`src/hw/bhc_pkg.sv`:
```
// Package with register map, field layout and timing constants of the block.
package bhc_pkg;

  // ==========================================================================
  // Widths
  localparam int CNT_W  = 12;
  localparam int DAC_W  = 10;
  localparam int DT_W   = 8;
  localparam int ADDR_W = 8;

  // ==========================================================================
  // Register byte addresses
  localparam logic [7:0] REG_CTRL   = 8'h00;
  localparam logic [7:0] REG_PERIOD = 8'h04;
  localparam logic [7:0] REG_DUTY   = 8'h08;
  localparam logic [7:0] REG_DEAD   = 8'h0C;
  localparam logic [7:0] REG_ADC    = 8'h10;
  localparam logic [7:0] REG_DAC    = 8'h14;
  localparam logic [7:0] REG_UPDATE = 8'h18;
  localparam logic [7:0] REG_STATUS = 8'h1C;

  // ==========================================================================
  // Control bit positions
  localparam int CTRL_RUN    = 0;
  localparam int CTRL_CENTRE = 1;
  localparam int CTRL_FAST   = 2;
  localparam int CTRL_PLL64  = 3;
  localparam int CTRL_HSRC   = 4;
  localparam int CTRL_W      = 5;

  // ==========================================================================
  // Status bit positions
  localparam int ST_FAULT   = 0;
  localparam int ST_HALLERR = 1;
  localparam int ST_HALLEVT = 2;
  localparam int ST_HALL_LO = 4;
  localparam int ST_PEND    = 7;

  // ==========================================================================
  // Reset values
  localparam logic [CTRL_W-1:0] CTRL_RST   = 5'h02;
  localparam logic [CNT_W-1:0]  PERIOD_RST = 12'h0_0FA;
  localparam logic [CNT_W-1:0]  DUTY_RST   = 12'h0_000;
  localparam logic [DT_W-1:0]   DEAD_RST   = 8'h04;
  localparam logic [CNT_W-1:0]  ADC_RST    = 12'h0_000;
  localparam logic [DAC_W-1:0]  DAC_RST    = 10'h3FF;

  // ==========================================================================
  // Modulator clock synthesis from the system clock
  localparam logic [8:0] SYS_CLK_MHZ  = 9'd200;
  localparam logic [8:0] PLL_LOW_MHZ  = 9'd32;
  localparam logic [8:0] PLL_HIGH_MHZ = 9'd64;

  // ==========================================================================
  // Carriers
  typedef struct packed {
    logic [CNT_W-1:0] period;
    logic [CNT_W-1:0] duty;
    logic [DT_W-1:0]  dead;
    logic [CNT_W-1:0] adc_cmp;
  } bhc_timing_t;

  typedef struct packed {
    logic [2:0] high;
    logic [2:0] low;
  } bhc_bridge_t;

endpackage : bhc_pkg

```
`src/hw/bhc_top.sv`:
```
// Hall-sensor commutation and dead-time protected power-stage modulator.
//
// Notes on behaviour
// RL1: Modulator counter and compare values are twelve bits wide.
// RL2: Six outputs, a high and low switch per half bridge.
// RL3: Pair never on together; programmable dead time between partners.
// RL4: Duty and period are programmable at run time.
// RL5: Timing registers take effect together at one cycle boundary.
// RL6: Fault input turns all six outputs off without software.
// RL7: Overcurrent fault comes from a comparator against a 10-bit reference.
// RL8: Pin or comparator Hall sources raise the same change event.
// RL9: Output pattern chosen only from current Hall value, on change.
// RL10: Centre-aligned counting mode is supported and is the reset mode.
// RL11: A compare value places the conversion trigger within the cycle.
// RL12: Modulator runs from a selectable 32 or 64 MHz rate.
// RL13: Fast decay modulates both high and low switch of the pair.
// RL14: Slow decay modulates high side, holds low side on.
// RL15: CW map 101 U-V, 001 U-W, 011 V-W, 010 V-U, 110 W-U, 100 W-V.
// RL16: Two windings energised per step; third half bridge fully off.
// RL17: Hall 000 or 111 turns all off and flags an error.
`timescale 1ns/1ps
module bhc_top
  import bhc_pkg::*;
#(
  parameter int CW  = bhc_pkg::CNT_W,
  parameter int DAW = bhc_pkg::DAC_W,
  parameter int DW  = bhc_pkg::DT_W
) (
  // Clock and reset
  input  wire logic                      sys_clk_i,
  input  wire logic                      reset_i,
  // Register port
  input  wire logic [bhc_pkg::ADDR_W-1:0] reg_addr_i,
  input  wire logic [31:0]               reg_wdata_i,
  input  wire logic                      reg_wr_i,
  input  wire logic                      reg_rd_i,
  output logic [31:0]                    reg_rdata_o,
  // Hall sensors, pin path and comparator path
  input  wire logic                      hall_input_first_i,
  input  wire logic                      hall_input_second_i,
  input  wire logic                      hall_input_third_i,
  input  wire logic [2:0]                hall_cmp_i,
  // Fault sources
  input  wire logic                      stage_fault_input_i,
  input  wire logic [bhc_pkg::DAC_W-1:0] current_code_i,
  // Power stage
  output logic                           phase_u_high_o,
  output logic                           phase_u_low_o,
  output logic                           phase_v_high_o,
  output logic                           phase_v_low_o,
  output logic                           phase_w_high_o,
  output logic                           phase_w_low_o,
  // Converter trigger
  output logic                           adc_trigger_o
);
  import bhc_pkg::*;

  initial begin
    if (CW != CNT_W || DAW != DAC_W || DW != DT_W)
      $error("Widths must match the register layout of the package.");
  end

  // ==========================================================================
  // Register file
  logic [CTRL_W-1:0] ctrl;
  bhc_timing_t       shadow;
  bhc_timing_t       active;
  logic [DAC_W-1:0]  dac_ref;
  logic              pending;
  logic              fault_flag;
  logic              hall_err;
  logic              hall_evt;
  logic [2:0]        hall_val;

  wire wr_ctrl   = reg_wr_i && reg_addr_i == REG_CTRL;
  wire wr_period = reg_wr_i && reg_addr_i == REG_PERIOD;
  wire wr_duty   = reg_wr_i && reg_addr_i == REG_DUTY;
  wire wr_dead   = reg_wr_i && reg_addr_i == REG_DEAD;
  wire wr_adc    = reg_wr_i && reg_addr_i == REG_ADC;
  wire wr_dac    = reg_wr_i && reg_addr_i == REG_DAC;
  wire wr_update = reg_wr_i && reg_addr_i == REG_UPDATE;
  wire wr_status = reg_wr_i && reg_addr_i == REG_STATUS;

  wire run       = ctrl[CTRL_RUN];
  wire centre    = ctrl[CTRL_CENTRE];
  wire fast      = ctrl[CTRL_FAST];
  wire pll64     = ctrl[CTRL_PLL64];
  wire hsrc_cmp  = ctrl[CTRL_HSRC];

  logic [31:0] status_word;
  logic [31:0] rd_mux;
  always_comb begin
    status_word = '0;
    status_word[ST_FAULT]   = fault_flag;
    status_word[ST_HALLERR] = hall_err;
    status_word[ST_HALLEVT] = hall_evt;
    status_word[ST_HALL_LO +: 3] = hall_val;
    status_word[ST_PEND]    = pending;
    unique case (reg_addr_i)
      REG_CTRL:   rd_mux = {{(32-CTRL_W){1'b0}}, ctrl};
      REG_PERIOD: rd_mux = {{(32-CNT_W){1'b0}}, shadow.period};
      REG_DUTY:   rd_mux = {{(32-CNT_W){1'b0}}, shadow.duty};
      REG_DEAD:   rd_mux = {{(32-DT_W){1'b0}}, shadow.dead};
      REG_ADC:    rd_mux = {{(32-CNT_W){1'b0}}, shadow.adc_cmp};
      REG_DAC:    rd_mux = {{(32-DAC_W){1'b0}}, dac_ref};
      REG_UPDATE: rd_mux = {31'h0000_0000, pending};
      REG_STATUS: rd_mux = status_word;
      default:    rd_mux = 32'h0000_0000;
    endcase
  end

  // Timing writes land in the shadow set; none reaches the modulator until the
  // update request meets a cycle boundary. Writes to ctrl and dac_ref act at once.
  always_ff @(posedge sys_clk_i) begin
    if (reset_i) begin
      ctrl           <= CTRL_RST;
      shadow.period  <= PERIOD_RST;
      shadow.duty    <= DUTY_RST;
      shadow.dead    <= DEAD_RST;
      shadow.adc_cmp <= ADC_RST;
      dac_ref        <= DAC_RST;
      reg_rdata_o    <= 32'h0000_0000;
    end else begin
      if (wr_ctrl)   ctrl           <= reg_wdata_i[CTRL_W-1:0];
      if (wr_period) shadow.period  <= reg_wdata_i[CNT_W-1:0]; // [RL4]
      if (wr_duty)   shadow.duty    <= reg_wdata_i[CNT_W-1:0]; // [RL4]
      if (wr_dead)   shadow.dead    <= reg_wdata_i[DT_W-1:0]; // [RL3]
      if (wr_adc)    shadow.adc_cmp <= reg_wdata_i[CNT_W-1:0]; // [RL11]
      if (wr_dac)    dac_ref        <= reg_wdata_i[DAC_W-1:0]; // [RL7]
      reg_rdata_o <= reg_rd_i ? rd_mux : 32'h0000_0000;
    end
  end

  // ==========================================================================
  // Modulator rate: fractional divider gives a 32 or 64 MHz tick enable.
  logic [7:0] rate_acc;
  logic       tick;
  wire  [8:0] rate_step = pll64 ? PLL_HIGH_MHZ : PLL_LOW_MHZ; // [RL12]
  wire  [8:0] rate_sum  = {1'b0, rate_acc} + rate_step;
  wire        rate_wrap = rate_sum >= SYS_CLK_MHZ;
  wire  [8:0] rate_left = rate_sum - SYS_CLK_MHZ;

  always_ff @(posedge sys_clk_i) begin
    if (reset_i) begin
      rate_acc <= 8'h00;
      tick     <= 1'b0;
    end else begin
      rate_acc <= rate_wrap ? rate_left[7:0] : rate_sum[7:0]; // [RL12]
      tick     <= rate_wrap;
    end
  end

  // ==========================================================================
  // Twelve-bit counter, centre-aligned or edge-aligned.
  logic [CNT_W-1:0] cnt;
  logic             down;
  wire cyc_end  = tick && cnt == '0 && !down;
  wire at_top   = cnt >= active.period;
  wire pwm_on   = cnt < active.duty; // [RL1]
  wire adc_hit  = tick && cnt == active.adc_cmp && !down;

  always_ff @(posedge sys_clk_i) begin
    if (reset_i) begin
      cnt  <= '0;
      down <= 1'b0;
    end else if (tick) begin
      if (down) begin
        cnt  <= cnt - 1'b1; // [RL10]
        down <= cnt > 12'h0_001;
      end else if (at_top) begin
        if (centre && cnt != '0) begin
          cnt  <= cnt - 1'b1; // [RL10]
          down <= cnt > 12'h0_001;
        end else begin
          cnt <= '0; // [RL1]
        end
      end else begin
        cnt <= cnt + 1'b1; // [RL1]
      end
    end
  end

  always_ff @(posedge sys_clk_i) begin
    if (reset_i) begin
      active.period  <= PERIOD_RST;
      active.duty    <= DUTY_RST;
      active.dead    <= DEAD_RST;
      active.adc_cmp <= ADC_RST;
      pending        <= 1'b0;
      adc_trigger_o  <= 1'b0;
    end else begin
      if (cyc_end && pending) active <= shadow; // [RL5]
      if (wr_update) pending <= 1'b1;
      else if (cyc_end) pending <= 1'b0; // [RL5]
      adc_trigger_o <= adc_hit; // [RL11]
    end
  end

  // ==========================================================================
  // Input synchronisers for asynchronous pins and comparators.
  logic [2:0] pin_s1;
  logic [2:0] pin_s2;
  logic [2:0] cmp_s1;
  logic [2:0] cmp_s2;
  logic       flt_s1;
  logic       flt_s2;
  wire  [2:0] pin_raw = {hall_input_third_i, hall_input_second_i,
                         hall_input_first_i};

  always_ff @(posedge sys_clk_i) begin
    if (reset_i) begin
      pin_s1 <= 3'h0;
      pin_s2 <= 3'h0;
      cmp_s1 <= 3'h0;
      cmp_s2 <= 3'h0;
      flt_s1 <= 1'b0;
      flt_s2 <= 1'b0;
    end else begin
      pin_s1 <= pin_raw;
      pin_s2 <= pin_s1;
      cmp_s1 <= hall_cmp_i;
      cmp_s2 <= cmp_s1;
      flt_s1 <= stage_fault_input_i;
      flt_s2 <= flt_s1;
    end
  end

  // ==========================================================================
  // Hall value, change event and illegal-code flag.
  wire [2:0] hall_now = hsrc_cmp ? cmp_s2 : pin_s2; // [RL8]
  wire       hall_chg = hall_now != hall_val;
  wire       hall_bad = hall_now == 3'h0 || hall_now == 3'h7;
  wire       evt_clr  = wr_status && reg_wdata_i[ST_HALLEVT];

  always_ff @(posedge sys_clk_i) begin
    if (reset_i) begin
      hall_val <= 3'h0;
      hall_evt <= 1'b0;
      hall_err <= 1'b0;
    end else begin
      hall_val <= hall_now; // [RL9]
      if (hall_chg) hall_evt <= 1'b1; // [RL8]
      else if (evt_clr) hall_evt <= 1'b0;
      hall_err <= hall_bad; // [RL17]
    end
  end

  // ==========================================================================
  // Fault: pin or overcurrent comparator, latched until software clears it.
  // The set side wins, so a fault still present keeps the flag up.
  wire over_current = current_code_i > dac_ref; // [RL7]
  wire fault_now    = flt_s2 | over_current; // [RL6]
  wire fault_clr    = wr_status && reg_wdata_i[ST_FAULT];

  always_ff @(posedge sys_clk_i) begin
    if (reset_i) fault_flag <= 1'b0;
    else if (fault_now) fault_flag <= 1'b1; // [RL6]
    else if (fault_clr) fault_flag <= 1'b0;
  end

  // ==========================================================================
  // Commutation table, clockwise; bit order of each field is W, V, U.
  bhc_bridge_t conn;
  always_comb begin
    unique case (hall_val) // [RL9]
      3'b101:  conn = '{high: 3'b001, low: 3'b010}; // [RL15]
      3'b001:  conn = '{high: 3'b001, low: 3'b100}; // [RL15]
      3'b011:  conn = '{high: 3'b010, low: 3'b100}; // [RL15]
      3'b010:  conn = '{high: 3'b010, low: 3'b001}; // [RL15]
      3'b110:  conn = '{high: 3'b100, low: 3'b001}; // [RL15]
      3'b100:  conn = '{high: 3'b100, low: 3'b010}; // [RL15]
      default: conn = '{high: 3'b000, low: 3'b000}; // [RL17]
    endcase
  end

  // Slow decay holds the low switch on for the whole step so the winding
  // current recirculates through it; fast decay chops both switches.
  wire       lo_pwm  = fast ? pwm_on : 1'b1; // [RL13] [RL14]
  wire [2:0] want_hi = conn.high & {3{pwm_on}}; // [RL13]
  wire [2:0] want_lo = conn.low & {3{lo_pwm}}; // [RL14]
  wire       kill    = fault_now | fault_flag | hall_err | ~run; // [RL6]

  // ==========================================================================
  // Three half bridges.
  logic [2:0] sw_hi;
  logic [2:0] sw_lo;
  for (genvar i = 0; i < 3; i++) begin : g_leg
    bhc_dead_time #(
      .DW (DT_W)
    ) u_leg (
      .sys_clk_i (sys_clk_i),
      .reset_i   (reset_i),
      .tick_i    (tick),
      .dead_i    (active.dead),
      .kill_i    (kill),
      .want_hi_i (want_hi[i]),
      .want_lo_i (want_lo[i]),
      .hi_o      (sw_hi[i]),
      .lo_o      (sw_lo[i])
    ); // [RL2] [RL16]
  end

  assign phase_u_high_o = sw_hi[0];
  assign phase_u_low_o  = sw_lo[0];
  assign phase_v_high_o = sw_hi[1];
  assign phase_v_low_o  = sw_lo[1];
  assign phase_w_high_o = sw_hi[2];
  assign phase_w_low_o  = sw_lo[2];
endmodule : bhc_top

```
`src/hw/bhc_dead_time.sv`:
```
// One half bridge: complementary switch pair with dead-time insertion.
`timescale 1ns/1ps
module bhc_dead_time
  import bhc_pkg::*;
#(
  parameter int DW = bhc_pkg::DT_W
) (
  // Clock and reset
  input  wire logic          sys_clk_i,
  input  wire logic          reset_i,
  // Timing
  input  wire logic          tick_i,
  input  wire logic [DW-1:0] dead_i,
  input  wire logic          kill_i,
  // Requests and switch drives
  input  wire logic          want_hi_i,
  input  wire logic          want_lo_i,
  output logic               hi_o,
  output logic               lo_o
);
  logic          last_hi;
  logic          last_lo;
  logic [DW-1:0] gap;
  wire           gap_ok    = gap >= dead_i;
  wire           next_hi   = want_hi_i & ~lo_o & ~kill_i & (last_hi | gap_ok);
  wire           next_lo   = want_lo_i & ~hi_o & ~kill_i & (last_lo | gap_ok);
  wire           both_off  = ~hi_o & ~lo_o;
  wire           gap_full  = &gap;

  // A switch may come back at once after its own pulse, but never before the
  // partner has been off for the whole dead time.
  always_ff @(posedge sys_clk_i) begin
    if (reset_i) begin
      hi_o    <= 1'b0;
      lo_o    <= 1'b0;
      last_hi <= 1'b0;
      last_lo <= 1'b0;
      gap     <= '0;
    end else begin
      hi_o <= next_hi; // [RL3]
      lo_o <= next_lo; // [RL3]
      if (kill_i) begin
        last_hi <= 1'b0;
        last_lo <= 1'b0;
      end else if (hi_o | lo_o) begin
        last_hi <= hi_o;
        last_lo <= lo_o;
      end
      if (!both_off || kill_i) gap <= '0;
      else if (tick_i && !gap_full) gap <= gap + 1'b1;
    end
  end
endmodule : bhc_dead_time

```
`config.mk`:
```
export PLATFORM = sky130hd
export DESIGN_NAME = bhc_top
export DESIGN_NICKNAME = d
export VERILOG_FILES = /design/src/hw/bhc_pkg.sv /design/src/hw/bhc_top.sv /design/src/hw/bhc_dead_time.sv
export SDC_FILE = /design/constraint.sdc
export NUM_CORES = 1
export LEC_CHECK = 0
export BUFFER_PORTS_ARGS = -buffer_cell sky130_fd_sc_hd__buf_4
export CAP_MARGIN = 20
export CORE_AREA = 2 2 132 134
export DETAILED_ROUTE_END_ITERATION = 10
export DIE_AREA = 0 0 134 136
export GPL_ROUTABILITY_DRIVEN = 0
export PLACE_DENSITY = 0.85
export SKIP_LAST_GASP = 1
export SLEW_MARGIN = 10
export SYNTH_ARGS = -nofsm -noshare
export SYNTH_HDL_FRONTEND = slang
export SYNTH_SLANG_ARGS = --single-unit
```
`constraint.sdc`:
```
create_clock -name sys_clk_i -period 3.4 [get_ports sys_clk_i]
set_input_delay 0.85 -clock sys_clk_i [delete_from_list [all_inputs] [get_ports sys_clk_i]]
set_output_delay 0.85 -clock sys_clk_i [all_outputs]
set_load 0.01 [all_outputs]
```
======== After elaboration in Yosys (flattened, before gate mapping) ========
Cells that the tools add are included.
storage, ports and cells
  register bits after elaboration ......... 215
  bits in latches ......................... 0
  bits in writable memories ............... 0
  ROM bits ................................ 0
  bits of input ports ..................... 61
  output and inout bits ................... 39
  logic and storage cells ................. 181
  memories ................................ 0
cells by class
  add/subtract/negate cells ............... 7
  multiply operators ...................... 0
  divide/modulo/power cells ............... 0
  $lt $le $gt $ge ......................... 8
  equal/unequal tests ..................... 16
  shifts and indexed selects .............. 0
  multiplexer cells ....................... 18
  bitwise gates (word level) .............. 45
  reductions and logical operators ........ 45
operator list
  cell                                                                              count
  12-bit one-hot mux with 8 select lines                                            1
  12-bit two-way mux                                                                3
  6-bit one-hot mux with 6 select lines                                             1
  8-bit by 5-bit == test with 1-bit output, second input constant                   4
  8-bit by 1-bit adder with 8-bit output, second input constant                     3
  8-bit >= comparator                                                               3
  8-bit AND reduction                                                               3
  1-bit AND                                                                         21
  1-bit logical AND                                                                 19
  8-bit by 4-bit == test with 1-bit output, second input constant                   2
  1-bit bitwise OR                                                                  13
  12-bit by 1-bit adder with 12-bit output, second input constant                   1
  12-bit == test                                                                    1
  3-bit == test, second input constant                                              4
  12-bit >= comparator                                                              1
  12-bit by 1-bit greater-than comparator with 1-bit output, second input constant  1
  12-bit zero test                                                                  1
  12-bit < comparator                                                               1
  12-bit nonzero test                                                               1
  12-bit by 1-bit subtractor with 12-bit output, second input constant              1
  10-bit greater-than comparator                                                    1
  1-bit two-way mux                                                                 10
  2-bit OR reduction                                                                5
  8-bit by 7-bit adder with 9-bit output                                            1
  16 further kinds                                                                  37

======== Longest topological paths before layout ========
  depth in word-level cells ............... 8
  depth in mapped cells ................... 10
  depth with buffers taken out ............ 9

======== Hierarchy ========
Synthesis repeated with hierarchy kept, for this count alone.
unflattened totals
  cells, all modules ...................... 1226
  area total of the unflattened synthesis .. 10092.2 um^2
modules (own cells, without submodules)
  module         instances  cells an instance  area each (um^2)  seq. area each (um^2)
  bhc_top        1          974                7843.8            3123.0
  bhc_dead_time  3          84                 749.5             240.2

======== Worst setup path after synthesis ========
OpenSTA, ideal clock, no wires.
  kind .................................... input -> register
  from .................................... in current_code_i[3] (netlist name)
  to ...................................... reg g_leg[0].u_leg.gap[0]
  setup time .............................. 0.092 ns
  arrival ................................. 2.661 ns
  required time ........................... 3.308 ns
  path slack .............................. 0.647 ns
  stages .................................. 9
  path buffers ............................ 2
  cell sequence ........................... ha_1 -> a21o_1 -> a21o_1 -> a221oi_1 -> o21ai_0 -> a211o_1 -> clkbuf_1 -> buf_1 -> nor4_1
between the ends
  word-level cells in the longest chain between the ends .. 7
ends and longest elaborated chain
  item                            RTL line             text
  from (decl)                     bhc_top.sv:45        input wire logic [bhc_pkg::DAC_W-1:0] current_code_i,
  10-bit greater-than comparator  bhc_top.sv:251       wire over_current = current_code_i > dac_ref;
  1-bit bitwise OR                bhc_top.sv:252       wire fault_now = flt_s2 | over_current;
  1-bit bitwise OR (3 in series)  bhc_top.sv:281       wire kill = fault_now | fault_flag | hall_err | ~run;
  1-bit logical OR                bhc_dead_time.sv:49  if (!both_off || kill_i) gap <= '0;
  2-bit OR reduction (no line)    -
  to (signal assigned)            bhc_dead_time.sv:50  else if (tick_i && !gap_full) gap <= gap + 1'b1;
  to (decl)                       bhc_dead_time.sv:23  logic [DW-1:0] gap;
Every way passes these cells.
A chain may end at the register's enable or synchronous reset.

======== Worst setup path after layout ========
  from .................................... reg cnt[7]
  to ...................................... reg cnt[3]
between the ends
  word-level cells in the longest chain between the ends .. 5
  elaborated cells on any way between the ends .. 6
  those cells by class .................... 1 x order compare; 3 x mux; 2 x reduce/logical
ends and longest elaborated chain
  item                                                                          RTL line        text
  from (decl)                                                                   bhc_top.sv:155  logic [CNT_W-1:0] cnt;
  from (signal assigned)                                                        bhc_top.sv:168  cnt <= cnt - 1'b1;
  from (signal assigned)                                                        bhc_top.sv:172  cnt <= cnt - 1'b1;
  from (signal assigned)                                                        bhc_top.sv:178  cnt <= cnt + 1'b1;
  parallel branches: the longest is 3 deep, another holds 12-bit >= comparator  -
  12-bit two-way mux (*)                                                        bhc_top.sv:170  end else if (at_top) begin
  12-bit two-way mux (*)                                                        bhc_top.sv:167  if (down) begin
Every way passes the cells marked *.

==> key figures <==
Outcome
  – Status: finished, final reports clean

Synth
  – Seq/Total Area, Yosys: between 30% and 40%
  – Synth cell types: just under 60
  – Mapped Cells: about 1,200
  – Synth Register Bits: about 190
  – Post-synth EDFFs: 0
  – Ys Warns: 0
  – Syn_area_per_cell: 8.34 µm²
  – FFs w/ async S/R, synth: 0%
  – Mapped Area: between 0.009 and 0.01 mm²
  – Ys flop type: dfxtp_1

Timing
  – Final setup violation count: 0
  – Final worst slack: 0.727 ns
  – Max Freq: ~370 MHz
  – Worst-Margin Slew: between 0.8 and 0.9 ns
  – Final Hold Slack: roughly 0.44 ns
  – Sum Neg Setup Slack: 0 ns
  – Worst Clk Skew: 0.00724 ns
  – Final min period: between 2 and 3 ns
  – Max Slew Vio Count: 0
  – Worst rel slew slack: 43.9%
  – RSZ-0062 raised after global routing: false
  – Period utilisation layout: around 80%
  – Final hold vios: 0

Critical path
  – Critical path launch point type: flip-flop
  – Critical Path Sink Type: flip-flop
  – Crit-path slowest cell: dfxtp_1
  – Crit-path max FO: 11
  – Critical path type: reg2reg
  – Critical Path Max Stage Delay: between 0.6 and 0.7 ns
  – CP required: roughly 3.8 ns
  – Worst Path Arrival: 3.03 ns
  – CP Cell Sequence: ha_1 -> a21oi_1 -> o21a_1 -> o221ai_4 -> or2_2 -> or4_1 -> a41oi_1

Floorplanning
  – Ports: 100
  – Site Rows: 48
  – Starting Density: 57.7%
  – Core ar.: approximately 0.017 mm²
  – Die footprint: roughly 0.018 mm²
  – Die Y: between 100 and 150 µm
  – Chip width: 134 µm

Clocking
  – Setup bufs post-CTS: 0
  – Clock edge transition at the registers on the reported setup and hold paths: 0.07 ns
  – CTS tree: done
  – Clock Path Buffers: 2
  – H-tree depth: 4
  – CTS resizes: 0
  – Root buf cell: clkbuf_16
  – Sink Count: between 150 and 200
  – Hold Buf Count CTS: 0
  – Clk_lat worst skew: ~0.44 ns
  – Total CTS buffers: 17

Layout
  – FILL cells: approximately 1,400
  – Ratio of cells with drive above 1 in the final layout: about 11%
  – Nets: approximately 1,300
  – # diodes: 0
  – Area grow syn2layout: 11.4%
  – Commonest non-fill, non-tap cell in the layout: nand2_1
  – Footprint of the multi-input gates: approximately 0.0053 mm²
  – Register Area: approximately 0.0038 mm²
  – Core Util, Final: between 60% and 70%
  – Commonest cells after routing, fill and taps aside: nand2_1, dfxtp_1, a21oi_1

Drt
  – DR vias/cell: 5.97
  – WL final: between 20,000 and 25,000 µm
  – DRT iter0 DRCs: ~910
  – Total number of vias: 8,536
  – Post-route ant nets: 0
  – TritonRoute pass-1 iters: 6
  – WL per Instance: between 15 and 20 µm
  – Drt drc: 0

Hold path
  – Hold Crit Class: reg2reg

Place
  – Dpl hpwl: about 17,000 µm
  – Worst slack, placed: between 0.4 and 0.5 ns
  – Port buffer count: 59

Power
  – Maximum VDD drop: between 0.0003 and 0.0004 V
  – Pwr Total: slightly below 5 mW
  – Power Dens Cells: about 450 mW/mm²
  – Leak Pwr: about 4.4 nW

GRT
  – Remaining Overflow, GRT: 0
  – Tot GR Track Use: between 20% and 30%
  – Initial antenna violation count: 0
  – Largest net degree at the start of global routing: between 80 and 90
  – First-pass GRT wire length: 40,700 µm
  – Number of global-route vias before repair: approximately 8,200

Job
  – Max_cap viols: 0
[kinds of logic after synthesis]
kind of cell	share of synthesized area, %
simple gates	21.4
other cells	0.0385
compound gates	15.0
mux	3.96
xor+xnor	4.41
buf+inv	6.79
fa+ha+maj	8.94
flops	39.5
[cell type report]
class | instances | share of cell area [%]
well taps | 225 | 2.60
inverters | 58 | 2.01
multi-input cells | 842 | 48.9
clock inverters | 15 | 1.61
flip-flops and latches | 192 | 35.4
repair buffers | 80 | 5.54
clock buffers | 17 | 3.92
[where the power goes]
part | leakage [nW] | internal, mW | switching [mW]
sequential | 1.55 | 2.28 | 0.0337
combinational | 2.54 | 0.221 | 0.347
clock | 0.285 | 1.11 | 0.934
[cells in the mapped netlist (4+ instances only)]
master    instances  area (µm²)
mux4_2            4        90.1
inv_1            58         218
o211ai_1         22         165
nor3b_1           5        37.5
nand2b_1         10        62.6
a31oi_1           6        37.5
a22oi_1          14         105
o21ai_0          15        75.1
nor3_1           17        85.1
a21oi_1          98         490
buf_1             4        15.0
nand3_1          35         175
a211oi_1         16         120
dfxtp_1         192        3840
mux2_2            4        45.0
nor4_1           29         181
and2_1            5        31.3
xnor2_1          23         201
ha_1             68         851
clkbuf_1         60         225
xor2_1           26         228
nand4_1          21         131
a21o_1           20         150
nor2b_1          18         113
and3_1           18         113
buf_2             9        45.0
o31ai_1           7        52.6
nor2_1           69         259
buf_4            21         158
mux2i_1          25         250
nand2_1         201         754
[state kept, by name (all words and copies together) (netlist names), 3 cells and up]
signal and cells:
cnt 12, ctrl 5, shadow 44, dac_ref 10
active 44, reg_rdata_o 12, g_leg.u_leg.last_lo 3, rate_acc 5
g_leg.u_leg.hi_o 3, pin_s2 3, cmp_s1 3, g_leg.u_leg.last_hi 3
hall_val 3, cmp_s2 3, g_leg.u_leg.gap 24, pin_s1 3
g_leg.u_leg.lo_o 3
[path summary, 6_finish.rpt]
kind,cells past startpoint,end,start,slack [ns]
worst min register to register,1,pin_s2[2]$_SDFF_PP0_,pin_s1[2]$_SDFF_PP0_,0.44
worst min-delay path,1,pin_s2[2]$_SDFF_PP0_,pin_s1[2]$_SDFF_PP0_,0.44
worst max register to register,7,cnt[3]$_SDFFE_PP0P_,cnt[7]$_SDFFE_PP0P_,0.73
worst max-delay path,7,cnt[3]$_SDFFE_PP0P_,cnt[7]$_SDFFE_PP0P_,0.73
[critical path: cells and delay by family (launching register included)]
| family | cells | cell delay [ns] |
|---|---|---|
| adder cells (fa/ha/maj) | 1 | 0.34 |
| AND/OR/NAND/NOR | 2 | 0.93 |
| AO/OA/AOI/OAI | 4 | 0.68 |
| flip-flops | 1 | 0.64 |
[stage by stage]
step	std cells	area (µm²)
finish	1429	10800
global route	1429	10800
CTS	1429	10800
detailed placement	1397	10200
global placement	1397	10200
floorplan	1186	9810
[per-layer routing]
layer  global-route usage (%)  part of all wire, %  up-vias
li1                         -                    -     4064
met1                     36.0                   41     3985
met2                     46.8                   47      406
met3                     4.81                  8.2       81
met4                     12.9                  3.8        0
met5                        0                    0        -
(Power assumes the default switching activity.)
